File: src/smcm_regs.vh
/*
 Constants of the selector channel maintenance board: control word field
 positions, counter selections, buffer load codes, unit numbers and timeout.
 Assumes the control word arrives with bit 0 as the most significant bit.
*/
`ifndef SMCM_REGS_VH
`define SMCM_REGS_VH

// Control word bit n sits at index 15-n
`define SMCM_CW_MCLR      15
`define SMCM_CW_RST_INT   14
`define SMCM_CW_SET_JMP   13
`define SMCM_CW_DEV_END   12
`define SMCM_CW_INH_ACK   11
`define SMCM_CW_INH_SR    10
`define SMCM_CW_LOAD_HI   9
`define SMCM_CW_LOAD_LO   8
`define SMCM_CW_HS_SR     7
`define SMCM_CW_UNIT_BUF  6
`define SMCM_CW_TERM_TC   5
`define SMCM_CW_TERM_CMP  4
`define SMCM_CW_CLR_IF    3
`define SMCM_CW_CNT_HI    2
`define SMCM_CW_CNT_LO    0
`define SMCM_CW_RESET     16'h0000

// Buffer load codes, control word bits 6 and 7
`define SMCM_LD_IGNORE    2'h0
`define SMCM_LD_ORDER     2'h1
`define SMCM_LD_ADDR      2'h2
`define SMCM_LD_BOTH      2'h3

// Counter selections, control word bits 13 to 15
`define SMCM_CNT_NONE     3'h0
`define SMCM_CNT_NEXT     3'h1
`define SMCM_CNT_PRD      3'h2
`define SMCM_CNT_INTOG    3'h3
`define SMCM_CNT_PWR      3'h4
`define SMCM_CNT_OUTTOG   3'h5
`define SMCM_CNT_END      3'h6
`define SMCM_CNT_SO       3'h7

`define SMCM_MUX_UNIT     7'h7F
`define SMCM_SEL_UNIT     7'h10
`define SMCM_BUF_RESET    16'h0000
`define SMCM_CNT_RESET    16'h0000

// Memory module response timeout
`define SMCM_CLK_MHZ      50
`define SMCM_TIMEOUT_US   10
`define SMCM_TIMEOUT_CYC  (`SMCM_TIMEOUT_US * `SMCM_CLK_MHZ)

`endif

File: src/smcm_board.v
/*
 Selector channel maintenance board: control word decode, data buffer,
 strobe counter, transfer termination, port timeout and service requests.
 Assumes all channel strobes are one-cycle pulses synchronous to core_clk
 and that straps are stable while resetn is released.
*/
// Functional notes
// - Bit 0 master clears; bit 1 clears interrupt
// - Bit 8 drives high-speed service request
// - Bit 10 ends transfer at terminal count
// - Bit 11 ends transfer on compare failure
// - Bits 6-7 choose how orders load buffer
// - Bits 13-15 choose which strobe is counted
// - Memory timeout becomes transfer fault, interrupt
// - Multiplexer: no interrupt, unit 127 only
// - Bus parity error never flagged, no strap
// - Multiplexer request only with W1 and W2
`timescale 1ns/1ns
`include "smcm_regs.vh"

module smcm_board #(
	parameter [15:0] TIMEOUT_CYC = `SMCM_TIMEOUT_CYC
) (
	input  wire        core_clk,
	input  wire        resetn,
	input  wire        control_output_op,
	input  wire        status_read_op,
	input  wire [6:0]  unit_number,
	input  wire [15:0] io_data,
	input  wire        io_bus_parity,
	input  wire        control_order_word,
	input  wire        address_order_word,
	input  wire [15:0] order_data,
	input  wire        next_word_read,
	input  wire        port_read_strobe,
	input  wire        input_transfer_toggle,
	input  wire        port_write_strobe,
	input  wire        output_transfer_toggle,
	input  wire        transfer_end_in,
	input  wire        chan_service_out,
	input  wire [15:0] write_data,
	input  wire        mem_request,
	input  wire        mem_respond,
	input  wire        strap_w1,
	input  wire        strap_w2,
	input  wire        strap_w3,
	input  wire        strap_w4,
	input  wire        strap_mux,
	output reg         request_out,
	output reg         sel_service_req,
	output reg         mux_service_req,
	output reg         transfer_end,
	output reg         transfer_fault,
	output reg         jump_condition_met,
	output reg         device_end,
	output reg         chan_ack_inhibit,
	output reg         int_request,
	output reg  [15:0] read_data,
	output reg  [15:0] status_data,
	output reg         status_parity,
	output reg         parity_error
);

	localparam [2:0] ST_IDLE  = 3'h1;
	localparam [2:0] ST_WAIT  = 3'h2;
	localparam [2:0] ST_FAULT = 3'h4;

	reg  [15:0] ctl_r;
	reg  [15:0] buf_r;
	reg  [15:0] cnt_r;
	reg  [15:0] tmo_r;
	reg  [2:0]  st_r;
	reg  [2:0]  st_nxt;
	reg         int_pend_r;
	reg         mux_r;
	reg         sel_ok_r;
	reg         mux_ok_r;
	reg         strap_done_r;
	wire        addressed;
	wire        cw_wr;
	wire        aw_ctl;
	wire [15:0] cw;
	wire        mclr;
	wire [1:0]  ld_code;
	wire [2:0]  cnt_sel;
	wire        cnt_hit;
	wire        tc_hit;
	wire        cmp_fail;
	wire        term;
	wire        fault_set;

	// Pick the bus strobe that the counter selection names
	function sel_strobe;
		input [2:0] sel;
		input [7:0] strobes;
		begin
			sel_strobe = strobes[sel];
		end
	endfunction

	// Odd parity over a word, used on both directions of the data bus
	function odd_par;
		input [15:0] w;
		begin
			odd_par = ~(^w);
		end
	endfunction

	assign addressed = unit_number == (mux_r ? `SMCM_MUX_UNIT : `SMCM_SEL_UNIT);
	assign cw_wr     = control_output_op & addressed;
	assign ld_code   = ctl_r[`SMCM_CW_LOAD_HI:`SMCM_CW_LOAD_LO];
	assign aw_ctl    = address_order_word & (ld_code == `SMCM_LD_IGNORE);
	assign cw        = aw_ctl ? order_data : io_data;
	assign mclr      = (cw_wr | aw_ctl) & cw[`SMCM_CW_MCLR];
	assign cnt_sel   = ctl_r[`SMCM_CW_CNT_HI:`SMCM_CW_CNT_LO];

	assign cnt_hit = sel_strobe(cnt_sel, {chan_service_out, transfer_end_in,
		output_transfer_toggle, port_write_strobe, input_transfer_toggle,
		port_read_strobe, next_word_read, 1'b0});

	assign tc_hit   = ctl_r[`SMCM_CW_TERM_TC] & cnt_hit & (cnt_r + 16'h0001 == buf_r);
	assign cmp_fail = ctl_r[`SMCM_CW_TERM_CMP] & port_write_strobe & (write_data != buf_r);
	assign term     = tc_hit | cmp_fail;
	assign fault_set = (st_r == ST_WAIT) & ~mem_respond & (tmo_r == 16'h0001);

	// Straps are caught once after reset release, never under the reset itself
	always @(posedge core_clk or negedge resetn) begin
		if (!resetn) begin
			mux_r        <= 1'b0;
			sel_ok_r     <= 1'b0;
			mux_ok_r     <= 1'b0;
			strap_done_r <= 1'b0;
		end else if (!strap_done_r) begin
			strap_done_r <= 1'b1;
			mux_r        <= strap_mux;
			mux_ok_r     <= strap_w1 & strap_w2;
			sel_ok_r     <= strap_w3 & strap_w4;
		end
	end

	// Control word and data buffer
	always @(posedge core_clk or negedge resetn) begin
		if (!resetn) begin
			ctl_r <= `SMCM_CW_RESET;
			buf_r <= `SMCM_BUF_RESET;
		end else if (mclr) begin
			ctl_r <= `SMCM_CW_RESET;
			buf_r <= `SMCM_BUF_RESET;
		end else begin
			if (cw_wr | aw_ctl)
				ctl_r <= cw;
			if (control_order_word & ld_code[0])
				buf_r <= order_data;
			else if (address_order_word & ld_code[1])
				buf_r <= order_data;
		end
	end

	always @(posedge core_clk or negedge resetn) begin
		if (!resetn)
			cnt_r <= `SMCM_CNT_RESET;
		else if (mclr || (cw_wr && cw[`SMCM_CW_CLR_IF]))
			cnt_r <= `SMCM_CNT_RESET;
		else if (cnt_sel != `SMCM_CNT_NONE && cnt_hit)
			cnt_r <= cnt_r + 16'h0001;
	end

	// Port controller watch on memory module response
	always @* begin
		st_nxt = st_r;
		case (st_r)
			ST_IDLE:  if (mem_request)
				st_nxt = ST_WAIT;
			ST_WAIT:  if (mem_respond)
				st_nxt = ST_IDLE;
			else if (fault_set)
				st_nxt = ST_FAULT;
			ST_FAULT: if (mclr)
				st_nxt = ST_IDLE;
			default:  st_nxt = ST_IDLE;
		endcase
	end

	always @(posedge core_clk or negedge resetn) begin
		if (!resetn) begin
			st_r  <= ST_IDLE;
			tmo_r <= 16'h0000;
		end else begin
			st_r <= st_nxt;
			if (st_r == ST_IDLE && mem_request)
				tmo_r <= TIMEOUT_CYC;
			else if (st_r == ST_WAIT && tmo_r != 16'h0000)
				tmo_r <= tmo_r - 16'h0001;
		end
	end

	// Outputs and interrupt; set wins over clear
	always @(posedge core_clk or negedge resetn) begin
		if (!resetn) begin
			request_out        <= 1'b0;
			sel_service_req    <= 1'b0;
			mux_service_req    <= 1'b0;
			transfer_end       <= 1'b0;
			transfer_fault     <= 1'b0;
			jump_condition_met <= 1'b0;
			device_end         <= 1'b0;
			chan_ack_inhibit   <= 1'b0;
			int_pend_r         <= 1'b0;
			int_request        <= 1'b0;
			read_data          <= 16'h0000;
			status_data        <= 16'h0000;
			status_parity      <= 1'b1;
			parity_error       <= 1'b0;
		end else begin
			request_out <= mclr;
			sel_service_req <= ctl_r[`SMCM_CW_HS_SR] & ~ctl_r[`SMCM_CW_INH_SR] & sel_ok_r;
			mux_service_req <= ctl_r[`SMCM_CW_HS_SR] & ~ctl_r[`SMCM_CW_INH_SR] & mux_ok_r;
			jump_condition_met <= ctl_r[`SMCM_CW_SET_JMP];
			device_end         <= ctl_r[`SMCM_CW_DEV_END];
			chan_ack_inhibit   <= ctl_r[`SMCM_CW_INH_ACK];
			if (term)
				transfer_end <= 1'b1;
			else if (mclr)
				transfer_end <= 1'b0;
			if (fault_set)
				transfer_fault <= 1'b1;
			else if (mclr)
				transfer_fault <= 1'b0;
			if (term | fault_set)
				int_pend_r <= 1'b1;
			else if (mclr || (cw_wr && cw[`SMCM_CW_RST_INT]))
				int_pend_r <= 1'b0;
			int_request <= (int_pend_r | term | fault_set) & ~mux_r;
			read_data <= ctl_r[`SMCM_CW_UNIT_BUF] ? buf_r : cnt_r;
			if (status_read_op & addressed) begin
				status_data   <= {int_pend_r, transfer_end, transfer_fault,
					sel_ok_r, mux_ok_r, mux_r, st_r == ST_WAIT, 6'h00, cnt_sel};
				status_parity <= odd_par({int_pend_r, transfer_end, transfer_fault,
					sel_ok_r, mux_ok_r, mux_r, st_r == ST_WAIT, 6'h00, cnt_sel});
			end
			if (cw_wr)
				parity_error <= (io_bus_parity != odd_par(io_data)) & ~mux_r & 1'b0;
		end
	end

endmodule // smcm_board

File: config.mk
export PLATFORM = sky130hd
export DESIGN_NAME = smcm_board
export DESIGN_NICKNAME = d
export VERILOG_FILES = /design/src/smcm_board.v
export VERILOG_INCLUDE_DIRS = /design/src
export SDC_FILE = /design/constraint.sdc
export NUM_CORES = 1
export LEC_CHECK = 0
export ABC_AREA = 1
export ABC_CLOCK_PERIOD_IN_PS = 4300
export BUFFER_PORTS_ARGS = -buffer_cell sky130_fd_sc_hd__buf_2
export CELL_PAD_IN_SITES_DETAIL_PLACEMENT = 0
export CELL_PAD_IN_SITES_GLOBAL_PLACEMENT = 2
export CORE_UTILIZATION = 34
export CTS_CLUSTER_DIAMETER = 100
export CTS_CLUSTER_SIZE = 20
export DETAILED_ROUTE_END_ITERATION = 8
export PLACE_DENSITY = 0.95
export SYNTH_ARGS = -nofsm -noshare
export SYNTH_HDL_FRONTEND = slang
export SYNTH_SLANG_ARGS = --single-unit
File: constraint.sdc
create_clock -name core_clk -period 4.3 [get_ports core_clk]
set_input_delay 1.29 -clock core_clk [delete_from_list [all_inputs] [get_ports core_clk]]
set_output_delay 1.29 -clock core_clk [all_outputs]
set_load 0.05 [all_outputs]
# Word-level counts from Yosys, hierarchy flattened

Cells that the tools add are included.

Add/sub/neg operators: 2
Magnitude comparators: 1
Equality and inequality tests: 10
Multiplexer cells: 24
Bitwise gates (word level): 27
Reduce and logical (&&, ||, !) cells: 19

Operators by type and width:

| cell                                                       | number |
|---|---|
| two-way mux 16 bit                                         | 9 |
| two-way mux 14 bit                                         | 2 |
| AND 1 bit                                                  | 18 |
| adder 16 x 1 -> 16 bit, second input constant              | 1 |
| equality test 16 x 1 -> 1 bit, second input constant       | 1 |
| equality test 16 bit                                       | 1 |
| inequality test 16 bit                                     | 1 |
| nonzero test 16 bit                                        | 1 |
| parity 16 bit                                              | 1 |
| subtractor 16 x 1 -> 16 bit, second input constant         | 1 |
| two-way mux 3 bit                                          | 4 |
| nonzero test 2 bit                                         | 6 |
| case mux 3 bit (3 select lines)                            | 1 |
| equality test 7 bit                                        | 1 |
| two-way mux 7 bit                                          | 1 |
| two-way mux 1 bit                                          | 6 |
| nonzero test 3 bit                                         | 2 |
| logical AND 1 bit                                          | 5 |
| OR 1 bit                                                   | 5 |
| less-than comparator 3 x 4 -> 1 bit, second input constant | 1 |
| inequality test 2 bit, second input constant               | 2 |
| inverter 1 bit                                             | 4 |
| binary-select mux 1 bit (select 3 bit)                     | 1 |
| equality test 3 x 1 -> 1 bit, second input constant        | 1 |
| 6 further kinds                                            | 7 |

Register bits: 106
Output and inout bits: 43
Logic and storage cells: 105

# Depth between registers and ports, before layout

Gate-level depths: netlist of the first run.

Word-level depth: 8
Gate-level depth with buffers: 14
Mapped depth without buffers: 14

# Least setup slack after synthesis of the first run

No wires, ideal clock.

Path kind: input -> register
From: input unit_number[0]
To: register cnt_r[14]
Setup time: 123 ps
Data arrival time: 2375 ps
Required time: 4177 ps
Slack: 1802 ps
Cell stages on the path: 10
Cells stage by stage: nor2_1 > nand3_1 > o22ai_2 > nand3_4 > nand2_2 > nand2_2 > buf_6 > o21ai_4 > buf_6 > o31ai_2

Cells in the longest elaborated chain, start to end: 6
Elaborated cells on any way between the ends: 8

Ends and longest elaborated chain:

| what                                                     | RTL line         | text |
|---|---|---|
| start: declaration                                       | smcm_board.v:28  | `input wire [6:0] unit_number,` |
| equality test 7 bit *                                    | smcm_board.v:109 | `` assign addressed = unit_number == (mux_r ? `SMCM_MUX_UNIT : `SMCM_SEL_UNIT); `` |
| AND 1 bit *                                              | smcm_board.v:110 | `assign cw_wr = control_output_op & addressed;` |
| OR 1 bit                                                 | smcm_board.v:114 | `` assign mclr = (cw_wr \| aw_ctl) & cw[`SMCM_CW_MCLR]; `` |
| AND 1 bit                                                | smcm_board.v:114 |  |
| logical OR 1 bit *                                       | smcm_board.v:162 | `` else if (mclr \|\| (cw_wr && cw[`SMCM_CW_CLR_IF])) `` |
| two-way mux 16 bit or nonzero test 2 bit (tied branches) | n/a              |  |
| end signal: assignment                                   | smcm_board.v:161 | `` cnt_r <= `SMCM_CNT_RESET; `` |
| end signal: assignment                                   | smcm_board.v:163 | `` cnt_r <= `SMCM_CNT_RESET; `` |
| end signal: assignment                                   | smcm_board.v:165 | `cnt_r <= cnt_r + 16'h0001;` |
| end: declaration                                         | smcm_board.v:70  | `reg [15:0] cnt_r;` |

Mark *: on every way between the ends. The rest lies on a longest branch, timed or not.
A chain may end at the register's enable or synchronous reset.

# Worst setup path in the final report of the first run

From: input unit_number[0]
To: register buf_r[6]

Cells in the longest elaborated chain, start to end: 5
Elaborated cells on any way between the ends: 6

Ends and longest elaborated chain:

| what                                                               | RTL line         | text |
|---|---|---|
| equality test 7 bit *                                              | smcm_board.v:109 |  |
| AND 1 bit *                                                        | smcm_board.v:110 |  |
| OR 1 bit *                                                         | smcm_board.v:114 |  |
| AND 1 bit *                                                        | smcm_board.v:114 |  |
| nonzero test 3 bit (no line) or two-way mux 16 bit (tied branches) | n/a              |  |
| end signal: assignment                                             | smcm_board.v:145 | `` buf_r <= `SMCM_BUF_RESET; `` |
| end signal: assignment                                             | smcm_board.v:148 | `` buf_r <= `SMCM_BUF_RESET; `` |
| end signal: assignment                                             | smcm_board.v:153 | `buf_r <= order_data;` |
| end: declaration                                                   | smcm_board.v:69  | `reg [15:0] buf_r;` |

Marks and branches as above.

==> results of run 1 <==
-- final cells by class --
| class | count | area share (%) |
|---|---|---|
| Clock inverter | 6 | 0.970 |
| Antenna cell | 1 | 0.0366 |
| Tap cell | 220 | 4.03 |
| Inverter | 89 | 4.89 |
| Clock buffer | 10 | 3.35 |
| Multi-Input combinational cell | 509 | 39.5 |
| Sequential cell | 105 | 38.5 |
| Timing Repair Buffer | 114 | 8.71 |
-- sequential cells by signal, summed over array words and instances (netlist names) --
register / count
int_request: 1
device_end: 1
mux_r: 1
buf_r: 16
status_parity: 1
strap_done_r: 1
transfer_fault: 1
sel_service_req: 1
read_data: 16
request_out: 1
mux_ok_r: 1
int_pend_r: 1
chan_ack_inhibit: 1
transfer_end: 1
st_r: 3
jump_condition_met: 1
sel_ok_r: 1
ctl_r: 13
tmo_r: 16
mux_service_req: 1
status_data: 10
cnt_r: 16
-- power breakdown --
part	switching, mW	total [mW]	internal [mW]
logic	1.31	1.90	0.586
registers	0.274	1.57	1.30
clock network	0.390	0.844	0.454
-- worst max-delay path, stage by stage --
cell and delay, ns:
buf_2 0.10, nor2_1 0.10, nand3_1 0.08, o22ai_2 0.17, nand3_4 0.21, nand2_2 0.36, nand2_2 0.25, o211ai_2 0.11
buf_4 0.33, nand3_1 0.18, o21ai_0 0.11
-- cell usage in the layout, fill, tap and decap left out, drive strengths merged, types with 2 or more instances in the layout --
cell,instances
a21oi,21
and2,2
buf,114
clkbuf,10
clkinv,4
conb,8
dfrtp,103
dfstp,2
ha,4
inv,90
mux2,3
nand2,174
nand3,75
nand4,15
nor2,57
nor3,6
nor4,3
o2111ai,6
o211ai,9
o21a,8
o21ai,68
o22ai,2
o31ai,10
or2,19
xnor2,9
xor2,7
-- worst paths after layout --
| path | to | slack, ns |
|---|---|---|
| setup / recovery | buf_r[6] | 1.27 |
| hold / removal | jump_condition_met | 0.39 |
| setup reg to reg | buf_r[6] | 1.88 |
| hold reg to reg | jump_condition_met | 0.39 |
| max in group asynchronous | ctl_r[12] | 2.50 |
| min in group asynchronous | read_data[0] | 1.04 |
-- cell usage after synthesis (3+ instances only) --
cell type	n	area share, %
or2_2	19	2.0
inv_1	86	5.6
nor3_1	4	0.34
nor4_1	3	0.32
inv_2	3	0.19
nand2_2	7	0.75
o21ai_1	5	0.43
ha_1	4	0.86
nand2_1	167	11
nor2_1	47	3.0
o31ai_1	6	0.78
o211ai_1	8	1.0
nand4_1	15	1.6
clkbuf_1	7	0.45
buf_6	3	0.58
nand3_1	71	6.1
dfrtp_1	103	44
o31ai_2	4	0.86
xor2_1	7	1.1
o21a_1	8	1.0
xnor2_1	9	1.4
o21ai_0	61	5.3
o2111ai_1	6	0.91
a21oi_1	19	1.6
buf_2	5	0.43
nor2_2	6	0.65
buf_4	10	1.3
nor2_4	4	0.78
mux2_2	3	0.58
nand3_2	3	0.52
-- metrics by stage --
step                utilization (%)  worst slack [ns]  total power [mW]
finish                         41.1              1.27              4.31
global route                   41.1              1.10              4.62
CTS                            41.0              1.29              4.36
detailed placement             39.3             0.920              3.50
global placement               39.3             0.923              3.49
floorplan                         -              1.80              2.98
-- metal layers --
layer | routed length [um] | GRT usage [%] | share of wire, % | vias to the layer above
met5 | 0 | 0 | 0 | -
met4 | 263 | 6.00 | 1.6 | 0
met3 | 759 | 4.25 | 4.8 | 20
met2 | 7340 | 29.6 | 46 | 122
met1 | 7580 | 25.4 | 48 | 2359
li1 | - | - | - | 2569
-- cell families after synthesis --
group / count (synthesis) / synth area share [%]
and+or+nand+nor: 352 / 28.2
AOI/OAI and AO/OA: 125 / 13.6
buffers and inverters: 114 / 8.52
DFF: 105 / 45.3
xor gates and xnor gates: 17 / 2.80
adders and majority gates: 4 / 0.862
muxes: 3 / 0.582
other: 2 / 0.129
==> impl_metrics.py, run 1 <==
metrics = {
    "critical_path": {
        "crit_start": "unit_number[0]",
        "rr_worst_depth": 10,
        "endpoint_kind": "flip-flop",
        "cp.arrival_ns": 3.31,
        "critical_path_required_ns": 4.58,
        "startpoint_type": "input port",
        "path_class": "input port to flip-flop",
        "rr_startpoint": "mux_r",
        "crit_fanout": 32,
    },
    "timing": {
        "min_period_ns": 3.03,
        "slew_headroom_pct": 39.4,
        "hold_slack_ns": 0.386,
        "period_share_pct": 70.5,
        "setup_violations": 0,
        "worstMarginPinSlew_ns": 0.909,
        "skew_ns": 0.0106,
        "finalHoldViolCount": 0,
        "tns_ns": 0,
        "rsz0062_at_grt": "false",
        "drv_slew": 0,
        "max_freq_mhz": 330,
    },
    "cts": {
        "clock_sinks": 105,
        "clkSlewWorstSetupHoldPaths_ns": 0.07,
        "cts_resized": 0,
        "cts.htree.levels": 3,
        "cts-root-buf": "clkbuf_16",
        "cts_buffers": 9,
        "clkLatencyLatePin_ns": 0.36,
        "post_cts_buffers": 0,
        "cts.path.max_buffers": 2,
        "hold_buffers": 0,
        "tritoncts": "done",
    },
    "global_routing": {
        "overflow": 0,
        "grt_antenna_before_repair": 1,
        "grt_pass1_vias": 4881,
        "track_usage_pct": 18.7,
        "grt_pass1_wl_um": 25500,
        "grt_max_degree": 65,
    },
    "power": {
        "leakagePower_nw": 3.35,
        "power_density_mw_per_mm2": 631,
        "ir_drop_v": 0.000343,
    },
    "logic_synthesis": {
        "yosys_warnings": 0,
        "synth-seq-cells": 105,
        "synthCells": 722,
        "synth-seq-area-share_pct": 45.3,
        "synthArstFlopShare_pct": 100,
        "synth_edf_count": 0,
        "syn_area_per_cell_sq_um": 8.04,
        "synth_top_flop_cell": "dfrtp_1",
        "netlist_area_sq_mm": 0.00580,
        "yosysUniqueCellTypes": 46,
    },
    "route": {
        "ant_nets": 0,
        "routed_wl_um": 15900,
        "drt_pass1_iterations": 7,
        "drc_errors": 0,
        "routedWlPerCell_um": 15.1,
        "routed-via-count": 5070,
        "drt_iter0_drc": 261,
        "routed_via_density": 4.81,
    },
    "worst_hold_path": {
        "hold_depth": 0,
        "hp-class": "flip-flop to flip-flop",
        "hold_start": "ctl_r[13]",
    },
    "placement": {
        "place_inst": 1037,
        "gp_congestion": 0.817,
        "postPlaceCellArea_sq_mm": 0.00654,
        "portBuffers": 110,
        "dp_hpwl_um": 11900,
    },
    "job": {
        "drv_cap": 0,
    },
    "floorplan": {
        "core_area_sq_mm": 0.0166,
        "die_x_um": 133,
        "die_h_um": 133,
        "dieArea_sq_mm": 0.0176,
        "start_util_pct": 34.9,
        "io_pins": 119,
        "core.rowCount": 47,
    },
    "final_layout": {
        "ff_latch_area_sq_mm": 0.00263,
        "final.fill_count": 1720,
        "nets": 908,
        "final_cell_area_sq_mm": 0.00683,
        "final_cells": 1054,
        "multiInputGateArea_sq_mm": 0.00270,
        "synthToLayoutAreaGrowth_pct": 17.8,
        "drive_gt1_share_pct": 22.8,
    },
    "run_status": {
        "outcome": "finished, final reports clean",
    },
}
(Power assumes the default switching activity.)
==> run 2, diff against run 1 <==
ABC_CLOCK_PERIOD_IN_PS = 3150   (was 4300)
CORE_UTILIZATION = 32   (was 34)
PLACE_DENSITY = 0.9   (was 0.95)
clock period = 3.15 ns   (was 4.3 ns; I/O delays follow)
==> run 2 against run 1 <==
Critical path type unchanged; wire length rose by 2.9%; register-to-register slack got worse by 0.94 ns; clock skew rose by 0.0013 ns; critical path depth fell by 1; worst setup slack got worse by 0.58 ns; non-clock buffer count rose by 6; cell area rose by 0.93%; hold slack got worse by 0.0065 ns; sequential cell count did not move; combinational power rose by 39%; sequential power rose by 36%; via count fell by 0.14%.
==> impl_metrics.py, run 2 (synthesized netlist as in run 1, its figures left out) <==
metrics = {
    "cts": {
        "cts-root-buf": "clkbuf_16",
        "cts.htree.levels": 3,
        "cts.path.max_buffers": 2,
        "cts_resized": 0,
        "clkSlewWorstSetupHoldPaths_ns": 0.07,
        "hold_buffers": 0,
        "clock_sinks": 105,
        "tritoncts": "done",
        "post_cts_buffers": 0,
        "cts_buffers": 9,
        "clkLatencyLatePin_ns": 0.36,
    },
    "placement": {
        "portBuffers": 110,
        "dp_hpwl_um": 12600,
        "place_ws_ns": 0.314,
        "gp_congestion": 0.830,
        "place_inst": 1048,
        "postPlaceCellArea_sq_mm": 0.00659,
    },
    "floorplan": {
        "die_h_um": 137,
        "io_pins": 119,
        "start_util_pct": 33.2,
        "die_x_um": 137,
        "core_area_sq_mm": 0.0175,
        "dieArea_sq_mm": 0.0187,
        "core.rowCount": 48,
    },
    "critical_path": {
        "endpoint_kind": "flip-flop",
        "critical_path_required_ns": 3.37,
        "cp.arrival_ns": 2.68,
        "crit_fanout": 27,
        "path_class": "input port to flip-flop",
        "startpoint_type": "input port",
    },
    "route": {
        "drt_iter0_drc": 326,
        "routed_via_density": 4.76,
        "drt_pass1_iterations": 5,
        "routedWlPerCell_um": 15.4,
        "routed_wl_um": 16400,
        "drc_errors": 0,
        "ant_nets": 0,
        "routed-via-count": 5063,
    },
    "final_layout": {
        "final_cell_area_sq_mm": 0.00690,
        "nets": 914,
        "final_cells": 1063,
        "drive_gt1_share_pct": 23.3,
        "post-route-util_pct": 39.5,
        "final_common_cell": "nand2_1",
        "layout_common_cells": "nand2_1 (167), buf_2 (109), dfrtp_1 (103)",
        "diodes": 0,
        "synthToLayoutAreaGrowth_pct": 18.9,
    },
    "global_routing": {
        "grt_pass1_vias": 4939,
        "grt_pass1_wl_um": 26200,
        "grt_antenna_before_repair": 0,
        "overflow": 0,
        "track_usage_pct": 18.7,
        "grt_max_degree": 46,
    },
    "power": {
        "leakagePower_nw": 3.38,
        "power_mw": 5.99,
        "ir_drop_v": 0.000295,
        "power_density_mw_per_mm2": 869,
    },
    "timing": {
        "drv_slew": 0,
        "rsz0062_at_grt": "false",
        "slew_headroom_pct": 34.9,
        "max_freq_mhz": 407,
        "min_period_ns": 2.46,
        "period_share_pct": 78.1,
        "tns_ns": 0,
        "skew_ns": 0.0119,
        "worstMarginPinSlew_ns": 0.973,
        "hold_slack_ns": 0.379,
        "setup_violations": 0,
        "finalHoldViolCount": 0,
        "setup_ws_ns": 0.690,
    },
    "run_status": {
        "outcome": "finished, final reports clean",
    },
    "worst_hold_path": {
        "hp-class": "flip-flop to flip-flop",
    },
    "job": {
        "drv_cap": 0,
    },
}
==> run 2: power breakdown <==
part           internal, mW  switching [mW]
sequential             1.77           0.368
clock                 0.693           0.515
combinational         0.831            1.81
total                  3.30            2.70
==> run 2: routing by layer <==
layer	share of wire [%]	up-vias	global-route usage, %
li1	-	2581	-
met1	45	2352	25.3
met2	48	116	30.2
met3	4.6	14	3.37
met4	1.6	0	6.11
met5	0	-	0
==> run 2: path summary, 6_finish.rpt <==
kind                                    start       endpoint  slack, ns  cells past startpoint
max                        address_order_word       buf_r[6]       0.69                     10
min                                 ctl_r[12]     device_end       0.38                      0
max reg2reg                          ctl_r[8]       buf_r[6]       0.94                      8
min reg2reg                         ctl_r[12]     device_end       0.38                      0
max in group asynchronous              resetn  read_data[15]       1.89                      2
min in group asynchronous              resetn   read_data[0]       0.58                      1
==> run 2: cell type report <==
class	instances	area, sq um
clock buffers	10	229
fillers	1824	10600
multi-input cells	509	2700
flip-flops and latches	105	2630
well taps	225	282
clock inverters	5	81.3
repair buffers	120	641
inverters	89	334
==> run 2: worst max-delay path, cell delays in order <==
cell and delay, ns:
buf_2 0.08, inv_1 0.07, nor3_4 0.26, inv_2 0.11, nand2_1 0.07, nand2_1 0.05, nand2_2 0.08, o211ai_2 0.40
buf_4 0.31, o21ai_0 0.31
==> run 3, diff against run 2 <==
ABC_CLOCK_PERIOD_IN_PS = 2200   (was 3150)
CORE_UTILIZATION = 29   (was 32)
PLACE_DENSITY = 0.87   (was 0.9)
clock period = 2.2 ns   (was 3.15 ns; I/O delays follow)
==> run 3 against run 2 <==
Die area is 10% higher; utilization is 3.0 points lower; wire length is 2.2% higher.
==> impl_metrics.py, run 3 (synthesized netlist as in run 1, its figures left out) <==
metrics = {
    "power": {
        "ir_drop_v": 0.000579,
        "power_density_mw_per_mm2": 1230,
        "power.share.sequential_pct": 34.7,
        "pwr-share-clk_pct": 20.6,
        "p_int_mw": 4.85,
        "switching_share_pct": 44.8,
        "leakagePower_nw": 3.47,
        "p_switching_mw": 3.93,
        "p_comb_share_pct": 44.7,
    },
    "timing": {
        "skew_ns": 0.00752,
        "tns_ns": 0,
        "rsz0062_at_grt": "false",
        "period_share_pct": 91.6,
        "max_freq_mhz": 496,
        "finalHoldViolCount": 0,
        "min_period_ns": 2.01,
        "drv_slew": 0,
        "setup_violations": 0,
    },
    "placement": {
        "portBuffers": 110,
        "gp_congestion": 0.831,
        "dp_hpwl_um": 13200,
        "postPlaceCellArea_sq_mm": 0.00677,
    },
    "critical_path": {
        "critPathMostFrequentCell": "nand2_1",
        "cp.depth": 15,
        "path_buf_inv": 2,
        "critPathTopFamily": "simple AND/OR/NAND/NOR gates",
        "endpoint_kind": "flip-flop",
        "cp.arrival_ns": 2.32,
        "rr_worst_depth": 15,
        "crit_fanout": 5,
        "cp_slowest_cell": "dfrtp_1",
        "path_class": "flip-flop to flip-flop",
        "startpoint_type": "flip-flop",
        "cpPeakStageDelay_ns": 0.38,
        "worstPathCellList": "ha_1 -> nand2_1 -> nor2_4 -> buf_4 -> nand2_1 -> nand2_1 -> nand3_1 -> nand2_1 -> nor2_1 -> nand3_1 -> nor2_2 -> nand3_2 -> nand4_1 -> nand2_1 -> inv_1",
        "critical_path_required_ns": 2.50,
    },
    "global_routing": {
        "grt_antenna_before_repair": 0,
        "track_usage_pct": 17.1,
        "overflow": 0,
        "grt_pass1_wl_um": 26500,
        "grt_max_degree": 36,
        "grt_pass1_vias": 4911,
    },
    "cts": {
        "clkLatencyLatePin_ns": 0.36,
        "cts.path.max_buffers": 2,
        "cts_buffers": 9,
        "tritoncts": "done",
        "clock_sinks": 105,
        "cts-root-buf": "clkbuf_16",
        "cts.htree.levels": 3,
        "hold_buffers": 0,
        "clkSlewWorstSetupHoldPaths_ns": 0.08,
    },
    "floorplan": {
        "dieArea_sq_mm": 0.0206,
        "start_util_pct": 29.7,
        "core.rowCount": 51,
        "die_x_um": 143,
        "core_area_sq_mm": 0.0195,
        "die_h_um": 143,
        "io_pins": 119,
    },
    "final_layout": {
        "final.fill_count": 2083,
        "nets": 929,
        "final_cell_area_sq_mm": 0.00711,
        "final_common_cell": "nand2_1",
        "synthToLayoutAreaGrowth_pct": 22.6,
        "drive_gt1_share_pct": 25.2,
        "layout_common_cells": "nand2_1 (167), buf_2 (109), dfrtp_1 (103)",
    },
    "route": {
        "routedWlPerCell_um": 15.0,
        "drt_pass1_iterations": 5,
        "drt_iter0_drc": 255,
        "routed_wl_um": 16800,
        "routed_via_density": 4.56,
        "routed-via-count": 5109,
        "ant_nets": 0,
        "drc_errors": 0,
    },
    "run_status": {
        "outcome": "finished, final reports clean",
    },
    "worst_hold_path": {
        "hp-class": "input port to asynchronous set/reset pin",
    },
    "job": {
        "drv_cap": 0,
    },
}
-- run 3: cell count changes in the layout (fill, tap and decap cells not counted) --
cell,delta
buf_12,+2
clkinv_4,-1
buf_4,+13
inv_6,+2
nand3_1,-1
nor2_1,-2
clkbuf_1,-1
diode_2,+1
inv_8,+1
nand3_2,+1
nor2_2,+2
-- run 3: layout make-up --
cell class	instances	area, sq um	share of cell area, %
clock buffer	9	225	3.17
timing repair buffer	135	778	10.9
sequential	105	2630	37.0
inverter	89	334	4.70
multi-input combinational	509	2710	38.1
clock inverter	7	101	1.42
tap	265	332	4.66
antenna	1	2.50	0.0352
-- run 3: final timing paths --
kind                            from     endpoint  slack (ns)
max                         cnt_r[0]  int_request        0.19
min                           resetn     cnt_r[6]        0.22
max reg2reg                 cnt_r[0]  int_request        0.19
min reg2reg                ctl_r[12]   device_end        0.39
max in group asynchronous     resetn      st_r[0]        1.42
min in group core_clk      ctl_r[12]   device_end        0.39
-- run 3: worst register-to-register path: stages, from the launching register on --
cell and delay [ns]:
dfrtp_1 0.38, ha_1 0.24, nand2_1 0.15, nor2_4 0.09, buf_4 0.16, nand2_1 0.07, nand2_1 0.07, nand3_1 0.07
nand2_1 0.05, nor2_1 0.10, nand3_1 0.09, nor2_2 0.13, nand3_2 0.13, nand4_1 0.12, nand2_1 0.06, inv_1 0.05
-- run 3: per-layer routing --
| layer | vias to the layer above | global-route usage (%) | part of all wire [%] |
|---|---|---|---|
| li1 | 2615 | - | - |
| met1 | 2390 | 23.7 | 47 |
| met2 | 95 | 27.3 | 48 |
| met3 | 9 | 3.10 | 4.2 |
| met4 | 0 | 4.65 | 0.78 |
| met5 | - | 0 | 0 |
-- run 3: through the flow --
stage / util (%) / total power, mW / setup WS [ns] / hold WS (ns) / std cells
finish: 36.4 / 8.78 / 0.185 / 0.221 / 1120
global route: 36.4 / 9.44 / 0.00848 / 0.232 / 1119
CTS: 36.3 / 8.89 / 0.0935 / 0.233 / 1118
detailed placement: 34.7 / 7.04 / 0.0151 / 0.370 / 1102
global placement: 34.7 / 7.02 / 0.0708 / 0.361 / 1102
floorplan: - / 5.83 / 0.332 / 0.354 / 728
-- run 3: what timing repair did --
item,CTS,global route
buffers inserted,0,1
gates resized for setup,0,3
setup endpoints to repair,0,2
-- run 3: power by group through the flow --
| stage | logic, mW | clock network, mW | registers, mW |
|---|---|---|---|
| 2_1_floorplan | 2.26 | 0 | 3.56 |
| 3_3_place_gp | 3.93 | 0 | 3.09 |
| 3_5_place_dp | 3.95 | 0 | 3.09 |
| 4_1_cts | 3.96 | 1.86 | 3.06 |
| 5_1_grt | 4.37 | 1.93 | 3.14 |
| 6_report | 3.92 | 1.81 | 3.05 |
